## src/cmp_pkg.sv

```systemverilog
// holds the constants, register map and carrier types of the comparator control block
// assumes an ahb-lite master and analog comparator results arriving asynchronously
// Function
// - eight comparator modes chosen by a three-bit mode field
// - result high when positive input exceeds negative input, else low
// - mode 010 puts the internal reference on both positive inputs
// - the two result bits are read-only, writes ignored
// - pin mode 110 drives pins 3 and 4 straight from comparators, unsynchronised
// - port direction bits still gate the pin drivers in that mode
// - bits 5 and 4 invert comparator 2 and comparator 1 results
// - port data reads zero for every pin set as analog input
// - change flag sets when either result differs from its latched copy
// - flag clears only by writing zero; writing one sets it
// - interrupt reaches the core only with all three enables set
// - a change coinciding with a control register read may not set the flag
// - any control register access relatches results and ends the mismatch
// - enabled comparator keeps running in sleep and its interrupt wakes
// - waking from sleep leaves the control register unchanged
// - any reset loads the control register with off mode 111
// - sixteen-tap ladder, tap chosen by register, used as reference in 010
// - ladder has two ranges and a power-down control
// - ladder output may drive an analog pin under an enable bit
// - in 010 the switch bit picks negative inputs: set pins 3/2, clear pins 0/1
// - ladder power bit 7: one powers on, zero powers down
package cmp_pkg;
  // ----------------------------------------
  // register word indices
  // ----------------------------------------
  localparam logic [7:0] OFS_CORE_IRQ = 8'h0B;
  localparam logic [7:0] OFS_FLAGS2 = 8'h0D;
  localparam logic [7:0] OFS_PORTA = 8'h05;
  localparam logic [7:0] OFS_DIRA = 8'h85;
  localparam logic [7:0] OFS_ENABLES2 = 8'h8D;
  localparam logic [7:0] OFS_CMP_CTRL = 8'h9C;
  localparam logic [7:0] OFS_LADDER = 8'h9D;
  localparam logic [7:0] OFS_ANALOG_SEL = 8'h9B;
  // ----------------------------------------
  // index and address widths
  // ----------------------------------------
  localparam int REG_IDX_W = 8;
  localparam int ADDR_W = REG_IDX_W + 2;
  // ----------------------------------------
  // reset values
  // ----------------------------------------
  localparam logic [7:0] RST_CORE_IRQ = 8'h00;
  localparam logic [7:0] RST_FLAGS2 = 8'h00;
  localparam logic [7:0] RST_DIRA = 8'hFF;
  localparam logic [7:0] RST_ENABLES2 = 8'h00;
  localparam logic [7:0] RST_CMP_CTRL = 8'h07;
  localparam logic [7:0] RST_LADDER = 8'h00;
  localparam logic [7:0] RST_ANALOG_SEL = 8'h7F;
  localparam logic [7:0] RST_PORT_OUT = 8'h00;
  // ----------------------------------------
  // field positions
  // ----------------------------------------
  localparam int POS_SECOND_RESULT = 7;
  localparam int POS_FIRST_RESULT = 6;
  localparam int POS_SECOND_INV = 5;
  localparam int POS_FIRST_INV = 4;
  localparam int POS_INPUT_SWITCH = 3;
  localparam int POS_CHANGE_FLAG = 6;
  localparam int POS_CHANGE_EN = 6;
  localparam int POS_GLOBAL_EN = 7;
  localparam int POS_PERIPH_EN = 6;
  localparam int POS_LADDER_PWR = 7;
  localparam int POS_LADDER_OE = 6;
  localparam int POS_LADDER_RANGE = 5;
  localparam int POS_PIN_THREE = 3;
  localparam int POS_PIN_FOUR = 4;
  localparam logic [7:0] LADDER_WMASK = 8'hEF;
  localparam logic [7:0] FLAGS2_WMASK = 8'hD0;
  localparam logic [7:0] ENABLES2_WMASK = 8'hD0;
  localparam logic [7:0] DIRA_WMASK = 8'hDF;
  localparam logic [7:0] DIRA_FORCE = 8'h20;
  // ----------------------------------------
  // ahb-lite encodings
  // ----------------------------------------
  localparam logic [1:0] HTRANS_NONSEQ = 2'h2;
  localparam logic [1:0] HTRANS_SEQ = 2'h3;
  localparam logic [2:0] HSIZE_WORD = 3'h2;

  // modes
  typedef enum logic [2:0] {
    MODE_RESET_ANALOG = 3'h0,
    MODE_ONE_INDEP = 3'h1,
    MODE_REF_INTERNAL = 3'h2,
    MODE_FOUR_MUX = 3'h3,
    MODE_TWO_COMMON = 3'h4,
    MODE_TWO_INDEP = 3'h5,
    MODE_COMMON_OUT = 3'h6,
    MODE_OFF = 3'h7
  } cmp_mode_t;

  typedef struct packed {
    logic second_result_bit;
    logic first_result_bit;
    logic second_invert_bit;
    logic first_invert_bit;
    logic input_switch_bit;
    logic [2:0] comparator_mode_field;
  } cmp_ctrl_t;

  typedef struct packed {
    logic ladder_power_enable;
    logic ladder_pin_output_enable;
    logic ladder_range_select;
    logic [3:0] ladder_tap;
  } ladder_cfg_t;

  // analog mux selections handed to the comparator macro
  typedef struct packed {
    logic powered_first;
    logic powered_second;
    logic ref_to_positive;
    logic [1:0] first_neg_pin;
    logic [1:0] second_neg_pin;
  } mux_sel_t;
endpackage

```

## src/dual_comparator_control.sv

```systemverilog
// comparator control block: registers over ahb-lite, change flag, pin routing
// assumes raw comparator results arrive asynchronously from the analog macro
`timescale 1ns/1ps
module dual_comparator_control
  import cmp_pkg::*;
(
  input wire logic i_clk_sys,
  input wire logic i_rst_n,
  input wire logic i_hsel,
  input wire logic [31:0] i_haddr,
  input wire logic [1:0] i_htrans,
  input wire logic i_hwrite,
  input wire logic [2:0] i_hsize,
  input wire logic [31:0] i_hwdata,
  input wire logic i_hready,
  output logic [31:0] o_hrdata,
  output logic o_hreadyout,
  output logic o_hresp,
  input wire logic [1:0] i_cmp_raw,
  input wire logic [7:0] i_porta_pins,
  input wire logic i_sleep,
  output logic [7:0] o_porta_out,
  output logic [7:0] o_porta_oe,
  output logic o_irq,
  output logic o_wake,
  output mux_sel_t o_mux_sel,
  output ladder_cfg_t o_ladder_cfg,
  output logic o_ladder_pin_drive
);
  // ----------------------------------------
  // reset release
  // ----------------------------------------
  logic rst_s1_q;
  logic rst_s2_q;
  logic rst_n;
  always_ff @(posedge i_clk_sys or negedge i_rst_n) begin
    if (!i_rst_n) begin
      rst_s1_q <= 1'b0;
      rst_s2_q <= 1'b0;
    end else begin
      rst_s1_q <= 1'b1;
      rst_s2_q <= rst_s1_q;
    end
  end
  assign rst_n = rst_s2_q;

  // ----------------------------------------
  // input synchronisers
  // ----------------------------------------
  logic [1:0] raw_s1_q;
  logic [1:0] raw_s2_q;
  logic [7:0] pin_s1_q;
  logic [7:0] pin_s2_q;
  always_ff @(posedge i_clk_sys or negedge rst_n) begin
    if (!rst_n) begin
      raw_s1_q <= 2'h0;
      raw_s2_q <= 2'h0;
      pin_s1_q <= 8'h00;
      pin_s2_q <= 8'h00;
    end else begin
      raw_s1_q <= i_cmp_raw;
      raw_s2_q <= raw_s1_q;
      pin_s1_q <= i_porta_pins;
      pin_s2_q <= pin_s1_q;
    end
  end

  // ----------------------------------------
  // registers
  // ----------------------------------------
  cmp_ctrl_t ctrl_q;
  logic [7:0] ladder_q;
  logic [7:0] core_irq_q;
  logic [7:0] flags2_q;
  logic [7:0] enables2_q;
  logic [7:0] dira_q;
  logic [7:0] analog_sel_q;
  logic [7:0] port_out_q;
  logic [1:0] latched_q;
  cmp_mode_t mode;
  assign mode = cmp_mode_t'(ctrl_q.comparator_mode_field);

  // ----------------------------------------
  // ahb-lite slave, zero wait states
  // ----------------------------------------
  logic ph_valid_q;
  logic ph_write_q;
  logic [REG_IDX_W-1:0] ph_idx_q;
  logic addr_take;
  assign addr_take = i_hsel && i_hready && (i_htrans == HTRANS_NONSEQ || i_htrans == HTRANS_SEQ);
  always_ff @(posedge i_clk_sys or negedge rst_n) begin
    if (!rst_n) begin
      ph_valid_q <= 1'b0;
      ph_write_q <= 1'b0;
      ph_idx_q <= '0;
    end else if (i_hready) begin
      ph_valid_q <= addr_take;
      ph_write_q <= i_hwrite;
      ph_idx_q <= i_haddr[ADDR_W-1:2];
    end
  end
  assign o_hreadyout = 1'b1;
  assign o_hresp = 1'b0;

  logic wr;
  logic [7:0] wd;
  assign wr = ph_valid_q && ph_write_q;
  assign wd = i_hwdata[7:0];

  // read decode in the address phase; data registered for the data phase
  function automatic logic hit(input logic [REG_IDX_W-1:0] idx, input logic [7:0] ofs);
    hit = (idx == ofs);
  endfunction

  logic [REG_IDX_W-1:0] a_idx;
  logic ctrl_access;
  logic [1:0] cur_res;
  assign a_idx = i_haddr[ADDR_W-1:2];
  assign ctrl_access = ph_valid_q && hit(ph_idx_q, OFS_CMP_CTRL);

  // ----------------------------------------
  // result path
  // ----------------------------------------
  // comparator gives high when vin+ > vin-, inversion applied digitally
  logic [1:0] pol_raw;
  assign pol_raw = i_cmp_raw ^ {ctrl_q.second_invert_bit, ctrl_q.first_invert_bit};
  assign cur_res = (mode == MODE_OFF || mode == MODE_RESET_ANALOG) ? 2'h0 :
                   (raw_s2_q ^ {ctrl_q.second_invert_bit, ctrl_q.first_invert_bit});

  logic [7:0] ctrl_rd;
  assign ctrl_rd = {cur_res, ctrl_q.second_invert_bit, ctrl_q.first_invert_bit,
                    ctrl_q.input_switch_bit, ctrl_q.comparator_mode_field};

  logic [7:0] rd_val;
  always_comb begin
    rd_val = 8'h00;
    if (hit(a_idx, OFS_CMP_CTRL)) rd_val = ctrl_rd;
    else if (hit(a_idx, OFS_LADDER)) rd_val = ladder_q;
    else if (hit(a_idx, OFS_CORE_IRQ)) rd_val = core_irq_q;
    else if (hit(a_idx, OFS_FLAGS2)) rd_val = flags2_q;
    else if (hit(a_idx, OFS_ENABLES2)) rd_val = enables2_q;
    else if (hit(a_idx, OFS_DIRA)) rd_val = dira_q;
    else if (hit(a_idx, OFS_ANALOG_SEL)) rd_val = analog_sel_q;
    else if (hit(a_idx, OFS_PORTA)) rd_val = pin_s2_q & ~analog_sel_q;
  end
  always_ff @(posedge i_clk_sys or negedge rst_n) begin
    if (!rst_n) begin
      o_hrdata <= 32'h0000_0000;
    end else if (addr_take && !i_hwrite) begin
      o_hrdata <= {24'h00_0000, rd_val};
    end
  end

  // ----------------------------------------
  // control register writes
  // ----------------------------------------
  // reset alone reloads; sleep and wake never touch it
  always_ff @(posedge i_clk_sys or negedge rst_n) begin
    if (!rst_n) begin
      ctrl_q <= cmp_ctrl_t'(RST_CMP_CTRL);
    end else if (wr && hit(ph_idx_q, OFS_CMP_CTRL)) begin
      ctrl_q <= cmp_ctrl_t'({2'h0, wd[5:0]});
    end
  end

  always_ff @(posedge i_clk_sys or negedge rst_n) begin
    if (!rst_n) begin
      ladder_q <= RST_LADDER;
      core_irq_q <= RST_CORE_IRQ;
      enables2_q <= RST_ENABLES2;
      dira_q <= RST_DIRA;
      analog_sel_q <= RST_ANALOG_SEL;
      port_out_q <= RST_PORT_OUT;
    end else if (wr) begin
      if (hit(ph_idx_q, OFS_LADDER)) ladder_q <= wd & LADDER_WMASK;
      if (hit(ph_idx_q, OFS_CORE_IRQ)) core_irq_q <= wd;
      if (hit(ph_idx_q, OFS_ENABLES2)) enables2_q <= wd & ENABLES2_WMASK;
      if (hit(ph_idx_q, OFS_DIRA)) dira_q <= (wd & DIRA_WMASK) | DIRA_FORCE;
      if (hit(ph_idx_q, OFS_ANALOG_SEL)) analog_sel_q <= wd;
      if (hit(ph_idx_q, OFS_PORTA)) port_out_q <= wd;
    end
  end

  // ----------------------------------------
  // change detect and flag
  // ----------------------------------------
  // a change landing on the access cycle is absorbed by the relatch
  logic mismatch;
  assign mismatch = |(latched_q ^ cur_res);
  always_ff @(posedge i_clk_sys or negedge rst_n) begin
    if (!rst_n) begin
      latched_q <= 2'h0;
    end else if (ctrl_access) begin
      latched_q <= cur_res;
    end
  end

  logic flag_wr;
  assign flag_wr = wr && hit(ph_idx_q, OFS_FLAGS2);
  always_ff @(posedge i_clk_sys or negedge rst_n) begin
    if (!rst_n) begin
      flags2_q <= RST_FLAGS2;
    end else begin
      if (flag_wr) flags2_q <= wd & FLAGS2_WMASK;
      if (mismatch && !ctrl_access) flags2_q[POS_CHANGE_FLAG] <= 1'b1;
    end
  end

  // flag sets regardless of enables
  logic irq_pend;
  assign irq_pend = flags2_q[POS_CHANGE_FLAG] && enables2_q[POS_CHANGE_EN];
  assign o_irq = irq_pend && core_irq_q[POS_PERIPH_EN] && core_irq_q[POS_GLOBAL_EN];
  // wake needs only the source enable, comparator stays alive in sleep
  assign o_wake = i_sleep && irq_pend && mode != MODE_OFF;

  // ----------------------------------------
  // analog mux and ladder
  // ----------------------------------------
  always_comb begin
    o_mux_sel = '0;
    o_mux_sel.powered_first = 1'b1;
    o_mux_sel.powered_second = 1'b1;
    o_mux_sel.first_neg_pin = 2'h0;
    o_mux_sel.second_neg_pin = 2'h1;
    case (mode)
      MODE_RESET_ANALOG, MODE_OFF: begin
        o_mux_sel.powered_first = 1'b0;
        o_mux_sel.powered_second = 1'b0;
      end
      MODE_ONE_INDEP: begin
        o_mux_sel.powered_second = 1'b0;
        o_mux_sel.first_neg_pin = ctrl_q.input_switch_bit ? 2'h3 : 2'h0;
      end
      MODE_REF_INTERNAL: begin
        o_mux_sel.ref_to_positive = 1'b1;
        o_mux_sel.first_neg_pin = ctrl_q.input_switch_bit ? 2'h3 : 2'h0;
        o_mux_sel.second_neg_pin = ctrl_q.input_switch_bit ? 2'h2 : 2'h1;
      end
      default: begin
      end
    endcase
  end
  assign o_ladder_cfg = {ladder_q[POS_LADDER_PWR], ladder_q[POS_LADDER_OE],
                         ladder_q[POS_LADDER_RANGE], ladder_q[3:0]};
  assign o_ladder_pin_drive = ladder_q[POS_LADDER_PWR] && ladder_q[POS_LADDER_OE];

  // ----------------------------------------
  // pin routing
  // ----------------------------------------
  // unsynchronised on purpose: pins follow the analog edge directly
  logic route_pins;
  assign route_pins = (mode == MODE_COMMON_OUT);
  always_comb begin
    o_porta_out = port_out_q;
    if (route_pins) begin
      o_porta_out[POS_PIN_THREE] = pol_raw[0];
      o_porta_out[POS_PIN_FOUR] = pol_raw[1];
    end
  end
  assign o_porta_oe = ~dira_q;

  // ----------------------------------------
  // checks
  // ----------------------------------------
  AST_RESET_OFF: assert property (@(posedge i_clk_sys) $rose(rst_n) |-> ctrl_q.comparator_mode_field == 3'h7) else $error("control not off after reset");
  AST_RESULT_RO: assert property (@(posedge i_clk_sys) disable iff (!rst_n) (wr && hit(ph_idx_q, OFS_CMP_CTRL)) |=> ctrl_q.comparator_mode_field == $past(wd[2:0]) && {ctrl_q.second_result_bit, ctrl_q.first_result_bit} == 2'h0) else $error("result bits writable");
  AST_FLAG_SET: assert property (@(posedge i_clk_sys) disable iff (!rst_n) (mismatch && !ctrl_access) |=> flags2_q[POS_CHANGE_FLAG]) else $error("flag missed change");
  AST_RELATCH: assert property (@(posedge i_clk_sys) disable iff (!rst_n) ctrl_access |=> latched_q == $past(cur_res)) else $error("no relatch on access");
  AST_FLAG_CLEAR: assert property (@(posedge i_clk_sys) disable iff (!rst_n) (flag_wr && !wd[POS_CHANGE_FLAG] && !mismatch) |=> !flags2_q[POS_CHANGE_FLAG]) else $error("flag did not clear");
  AST_IRQ_GATE: assert property (@(posedge i_clk_sys) disable iff (!rst_n) o_irq |-> enables2_q[POS_CHANGE_EN] && core_irq_q[POS_PERIPH_EN] && core_irq_q[POS_GLOBAL_EN]) else $error("irq without enables");
  AST_REF_MODE: assert property (@(posedge i_clk_sys) disable iff (!rst_n) o_mux_sel.ref_to_positive |-> mode == MODE_REF_INTERNAL) else $error("reference outside mode 010");
  AST_PORT_ANALOG: assert property (@(posedge i_clk_sys) disable iff (!rst_n) (addr_take && !i_hwrite && hit(a_idx, OFS_PORTA)) |=> (o_hrdata[7:0] & $past(analog_sel_q)) == 8'h00) else $error("analog pin read nonzero");
  AST_PIN_DIR: assert property (@(posedge i_clk_sys) disable iff (!rst_n) dira_q[POS_PIN_THREE] |-> !o_porta_oe[POS_PIN_THREE]) else $error("pin driven while input");
  AST_SLEEP_KEEP: assert property (@(posedge i_clk_sys) disable iff (!rst_n) (!$past(wr) && $fell(i_sleep)) |-> $stable(ctrl_q)) else $error("wake changed control");
endmodule

```

## config.mk

```make
export PLATFORM = sky130hd
export DESIGN_NAME = dual_comparator_control
export DESIGN_NICKNAME = d
export VERILOG_FILES = /design/src/cmp_pkg.sv /design/src/dual_comparator_control.sv
export SDC_FILE = /design/constraint.sdc
export NUM_CORES = 1
export LEC_CHECK = 0
export BUFFER_PORTS_ARGS = -buffer_cell sky130_fd_sc_hd__buf_2
export CAP_MARGIN = 20
export CORE_ASPECT_RATIO = 1.25
export CORE_MARGIN = 3
export CORE_UTILIZATION = 45
export CTS_CLUSTER_SIZE = 10
export DETAILED_ROUTE_END_ITERATION = 16
export PLACE_DENSITY = 0.85
export SLEW_MARGIN = 25
export SYNTH_ARGS = -nofsm -noshare
export SYNTH_HDL_FRONTEND = slang
export SYNTH_SLANG_ARGS = --single-unit
```

## constraint.sdc

```tcl
create_clock -name i_clk_sys -period 2.5 [get_ports i_clk_sys]
set_input_delay 0 -clock i_clk_sys [delete_from_list [all_inputs] [get_ports i_clk_sys]]
set_output_delay 0 -clock i_clk_sys [all_outputs]
set_load 0.05 [all_outputs]
```

==> impl_metrics.env, run 1 <==
export IMPL_grt_pass1_vias=3031
export IMPL_h_tree_depth=3
export IMPL_cts_buffer_depth=2
export IMPL_synthMuxAreaShare=0.156
export IMPL_synthXorXnorAreaFrac=0.0122
export IMPL_hp_class="input port to flip-flop"
export IMPL_antenna_found_initial=0
export IMPL_slew_headroom=0.567
export IMPL_hold_viol_final=0
export IMPL_leakage_nw=2.37
export IMPL_clock_latency_ns=0.34
export IMPL_drv_slew=0
export IMPL_vias=3045
export IMPL_clock_sinks=92
export IMPL_drive_gt1_frac=0.392
export IMPL_initial_core_util=0.467
export IMPL_drtAntennaViolNets=0
export IMPL_tightest_slew_ns=0.649
export IMPL_final_util=0.566
export IMPL_die_w_um=93.5
export IMPL_synth_area_leaders="dfrtp_1 44%, mux2_2 15%, dfstp_2 10%, buf_4 5.9%, nor2_1 1.9%"
export IMPL_placed_cell_area_sq_mm=0.00469
export IMPL_via_per_inst=5.21
export IMPL_ys_seq_area_frac=0.540
export IMPL_numCtsBuffers=9
export IMPL_startpoint_type="flip-flop"
export IMPL_netSwitchingFraction=0.285
export IMPL_r2r_start="ph_idx_q[5]"
export IMPL_place_hpwl_um=7350
export IMPL_seq_power_share=0.469
export IMPL_dpl_worst_slack_ns=0.569
export IMPL_fillers=782
export IMPL_cp_end_kind="flip-flop"
export IMPL_ys_warn_count=0
export IMPL_crit_required_ns=2.73
export IMPL_synthFlopType="dfrtp_1"
export IMPL_ctsHoldBuffers=23
export IMPL_critPathKind="flip-flop to flip-flop"
export IMPL_yosys_area_top_type="dfrtp_1"
export IMPL_area_growth_pct=21.3
export IMPL_n_antenna_cell=0
export IMPL_rows=39
export IMPL_synthArstFlopShare=1.00
export IMPL_boundaryPins=152
export IMPL_synth_top_family_by_area="multiplexers"
export IMPL_synthSimpleGateAreaFrac=0.119
export IMPL_io_buffer_count=72
export IMPL_cts_setup_buffers=0
export IMPL_nNetsFinal=542
export IMPL_p_total_mw=3.50
export IMPL_cts_tree="built"
export IMPL_fin_area_sq_mm=0.00522
export IMPL_status="complete, no violations"
export IMPL_crit_start="ph_idx_q[5]"
export IMPL_cts_resized=0
export IMPL_syn_cell_area_sq_mm=0.00431
export IMPL_grt_max_degree=50
export IMPL_cts_root_buf="clkbuf_16"
export IMPL_yosysTopAreaCellShare=0.436
export IMPL_final_common_cell="dfrtp_1"
export IMPL_dpl_cell_count=546
export IMPL_p_sw_mw=0.999
export IMPL_drv_cap=0
export IMPL_min_period_ns=1.94
export IMPL_rsz0062_at_grt="no"
export IMPL_ir_worst_vdd_v=0.000563
export IMPL_avgRoutedWirePerCell_um=17.0
export IMPL_cts_clk_slew_worst_paths_ns=0.07
export IMPL_core_sq_mm=0.00922
export IMPL_wirelength_um=9970
export IMPL_fmax_mhz=515
export IMPL_dieArea_sq_mm=0.0108
export IMPL_drc=0
export IMPL_setup_ws_ns=0.557
export IMPL_worstHoldStart="i_hwdata[5]"
export IMPL_post_route_period_util=0.777
export IMPL_avgSynthCellArea_sq_um=12.0
export IMPL_synth_edf_count=0
export IMPL_whs_ns=0.0112
export IMPL_drt_first_pass_iters=4
export IMPL_internal_power_mw=2.50
export IMPL_grt_overflow=0
export IMPL_power_density_mw_per_mm2=670
export IMPL_power_frac_comb=0.143
export IMPL_grt_pass1_wl_um=16000
export IMPL_syn_inst=360
export IMPL_clkPwrFrac=0.388
export IMPL_final_cell_mix="74 x dfrtp_1, 72 x buf_2, 58 x mux2_2, 28 x conb_1, 23 x dlygate4sd3_1"
export IMPL_track_usage=0.196
export IMPL_fin_cells=585
export IMPL_finalClockSkew_ns=0.00916
export IMPL_ys_ff_latch=92
export IMPL_synth_distinct_cells=52
export IMPL_place_congestion=0.889
export IMPL_synth_fa_ha_area_frac=0
export IMPL_setup_viol=0
export IMPL_synth_compound_gate_area_share=0.0936
export IMPL_die_h_um=115
export IMPL_drtIter0Drc=181
export IMPL_worstPathMaxFanout=6
export IMPL_tns_ns=0
export IMPL_cp_arrival_ns=2.17
## routing by layer
layer	track usage	share of wire
met1	0.240	0.40
met2	0.340	0.52
met3	0.0334	0.066
met4	0.0831	0.014
met5	0	0
## worst max-delay path, cell delays in order (launching register included)
cell and delay (ns):
dfrtp_1 0.39, nor2_1 0.24, nand3_1 0.23, nor4_4 0.35, nand2_1 0.28, mux2_2 0.34
## power by group through the flow
stage	combinational (mW)	sequential [mW]	clock (mW)
after floorplan	0.331	1.72	0
after global placement	0.467	1.66	0
after detailed placement	0.474	1.67	0
after CTS	0.502	1.64	1.38
after global routing	0.533	1.66	1.45
final	0.500	1.64	1.36
## registers in the layout, indices dropped and copies added (netlist names), 7 cells and up
register      count
pin_s2_q          8
port_out_q        8
o_hrdata          8
ladder_q          7
pin_s1_q          8
core_irq_q        8
ph_idx_q          8
dira_q            7
analog_sel_q      8
## worst paths after layout
check,to,slack (ns),cells past startpoint
worst max-delay path,ctrl_q[4],0.56,5
worst max register to register,ctrl_q[4],0.56,5
worst min-delay path,ctrl_q[5],0.01,2
min in group asynchronous,ladder_q[1],0.37,0
max in group asynchronous,analog_sel_q[5],1.43,1
worst min register to register,pin_s2_q[6],0.35,0
## cell families (layout without fill, tap and decap cells)
logic type / Yosys count / in the layout
simple gates: 84 / 84
buf+inv: 54 / 130
other cells: 2 / 28
xor+xnor: 6 / 6
mux: 60 / 60
flops: 92 / 92
compound gates: 62 / 62
## synthesized netlist by cell type, drive strengths merged, types with 6 or more instances
master   n
nand2   17
dfstp   17
buf     39
nor2    24
o22ai    6
dfrtp   75
nand2b   6
o21ai   19
a21oi   13
mux2    58
inv     14
## layout make-up
class                   count  area [sq um]  area share
flip-flops and latches     92          2330       0.446
well taps                 123           154      0.0295
clock buffers               9           225      0.0431
multi-input cells         240          1750       0.334
clock inverters             7          77.6      0.0149
repair buffers            100           641       0.123
inverters                  14          52.6      0.0101
Power figures use the tool's default switching activity.
==> inputs of run 2 (changes only) <==
clock period = 1.7 ns   (was 2.5 ns; I/O delays follow)
==> run 2 against run 1 <==
- setup slack got worse by 0.50 ns
- first-iteration DRC count increased by 75%
- final area increased by 5.8%
- sequential share of layout area decreased by 2.5 points
- register-to-register slack got worse by 0.47 ns
- global-route usage increased by 1.2 points
- clock skew decreased by 0.0039 ns
- die area unchanged
- clock-buffer cell count increased by 2
- via count increased by 5.6%
- worst hold slack got worse by 0.0086 ns
- combinational power increased by 59%
- largest power group unchanged
==> impl_metrics.env, run 2 (synthesized netlist as in run 1, its figures left out) <==
export IMPL_dieArea_sq_mm=0.0108
export IMPL_hold_viol_final=0
export IMPL_drv_slew=0
export IMPL_critPathKind="input port to flip-flop"
export IMPL_cts_clk_slew_worst_paths_ns=0.06
export IMPL_fmax_mhz=610
export IMPL_hp_class="input port to flip-flop"
export IMPL_seqCellArea_sq_mm=0.00233
export IMPL_crit_start="i_haddr[9]"
export IMPL_nNetsFinal=570
export IMPL_place_congestion=0.920
export IMPL_h_tree_depth=3
export IMPL_drtAntennaViolNets=0
export IMPL_vias=3216
export IMPL_worst_r2r_endpoint="latched_q[1]"
export IMPL_reg2reg_depth=5
export IMPL_dpl_cell_count=573
export IMPL_startpoint_type="input port"
export IMPL_ir_worst_vdd_v=0.000499
export IMPL_rows=39
export IMPL_multi_input_area_sq_mm=0.00178
export IMPL_fillers=729
export IMPL_status="complete, no violations"
export IMPL_crit_path_end="o_hrdata[0]"
export IMPL_die_w_um=93.5
export IMPL_initial_core_util=0.467
export IMPL_cp_end_kind="flip-flop"
export IMPL_grt_pass1_wl_um=17200
export IMPL_final_common_cell="dfrtp_1"
export IMPL_grt_max_degree=44
export IMPL_worstHoldStart="i_hwdata[2]"
export IMPL_via_per_inst=5.25
export IMPL_avgRoutedWirePerCell_um=17.2
export IMPL_post_route_period_util=0.965
export IMPL_io_buffer_count=72
export IMPL_drive_gt1_frac=0.439
export IMPL_clock_latency_ns=0.34
export IMPL_final_util=0.599
export IMPL_regToRegSetupSlack_ns=0.09
export IMPL_final_cell_mix="74 x dfrtp_1, 71 x buf_2, 58 x mux2_2, 28 x conb_1, 27 x buf_4"
export IMPL_area_growth_pct=28.4
export IMPL_setup_viol=0
export IMPL_r2r_start="ph_idx_q[1]"
export IMPL_antenna_found_initial=0
export IMPL_grt_overflow=0
export IMPL_cts_buffer_depth=2
export IMPL_drc=0
export IMPL_dpl_worst_slack_ns=-0.0860
export IMPL_leakage_nw=2.55
export IMPL_numCtsBuffers=9
export IMPL_min_period_ns=1.64
export IMPL_drt_first_pass_iters=4
export IMPL_drv_cap=0
export IMPL_clock_sinks=92
export IMPL_cts_tree="built"
export IMPL_power_density_mw_per_mm2=953
export IMPL_core_sq_mm=0.00922
export IMPL_cts_root_buf="clkbuf_16"
export IMPL_wirelength_um=10500
export IMPL_cts_setup_buffers=0
export IMPL_finalClockSkew_ns=0.00527
export IMPL_place_hpwl_um=7770
export IMPL_fin_cells=613
export IMPL_grt_pass1_vias=3320
export IMPL_worstPathMaxFanout=6
export IMPL_setup_ws_ns=0.0596
export IMPL_crit_required_ns=1.93
export IMPL_n_antenna_cell=0
export IMPL_cp_arrival_ns=1.87
export IMPL_track_usage=0.208
export IMPL_boundaryPins=152
export IMPL_die_h_um=115
export IMPL_drtIter0Drc=317
export IMPL_rsz0062_at_grt="yes"
## run 2: changes by cell type in the layout (fill, tap and decap cells not counted), sizes merged
cell,delta
clkinv,-1
dlygate4sd3,+1
clkbuf,+3
inv,+1
buf,+26
clkinvlp,-2
## run 2: repair_timing
item                                   in CTS  in global routing
hold buffers                               24                  0
pin swaps                                   0                  1
setup endpoints to repair                   8                 16
resized for setup                           2                  7
endpoints found under the hold margin      36                  0
gates cloned                                0                  0
## run 2: worst min-delay path by stage
stage	end	slack (ns)	cells after the start
after floorplan	rst_n	-0.30	0
after global placement	rst_s1_q	-0.21	1
after detailed placement	rst_s1_q	-0.21	1
after CTS	port_out_q[2]	0.003	2
after global routing	analog_sel_q[2]	0.008	2
final	port_out_q[2]	0.003	2
## run 2: layer usage
metal	vias up	part of all wire	wire, um	GRT usage
li1	1479	-	-	-
met1	1585	0.39	4140	0.250
met2	125	0.51	5410	0.355
met3	27	0.065	681	0.0366
met4	0	0.029	311	0.109
met5	-	0	0	0
## run 2: final cells by class
cell class / instances / area share
Clock buffer: 11 / 0.0457
Sequential cell: 92 / 0.421
Inverter: 14 / 0.00951
Clock inverter: 5 / 0.0106
Multi-Input combinational cell: 240 / 0.321
Tap cell: 123 / 0.0278
Timing Repair Buffer: 128 / 0.164
## run 2: critical path, cell delays in order
cell,delay (ns)
dlygate4sd3_1,0.53
buf_2,0.15
nand4bb_1,0.17
nor2_1,0.15
buf_4,0.17
a221o_1,0.35
a311oi_2,0.25
o21ai_1,0.10
## run 2: report_power, final
part	internal, mW	total, mW	switching (mW)
clock network	1.22	2.06	0.841
logic	0.247	0.793	0.546
registers	2.32	2.41	0.0915
total	3.79	5.27	1.48
## run 2: stage by stage
stage	instance area, sq um	setup TNS, ns	hold slack [ns]	total power [mW]
finish	5530	0	0.00262	5.27
global placement	4940	-0.00646	-0.214	3.16
CTS	5500	0	0.00319	5.29
detailed placement	4940	-0.386	-0.212	3.19
floorplan	4400	-0.403	-0.296	3.01
global route	5530	-0.218	0.00844	5.45
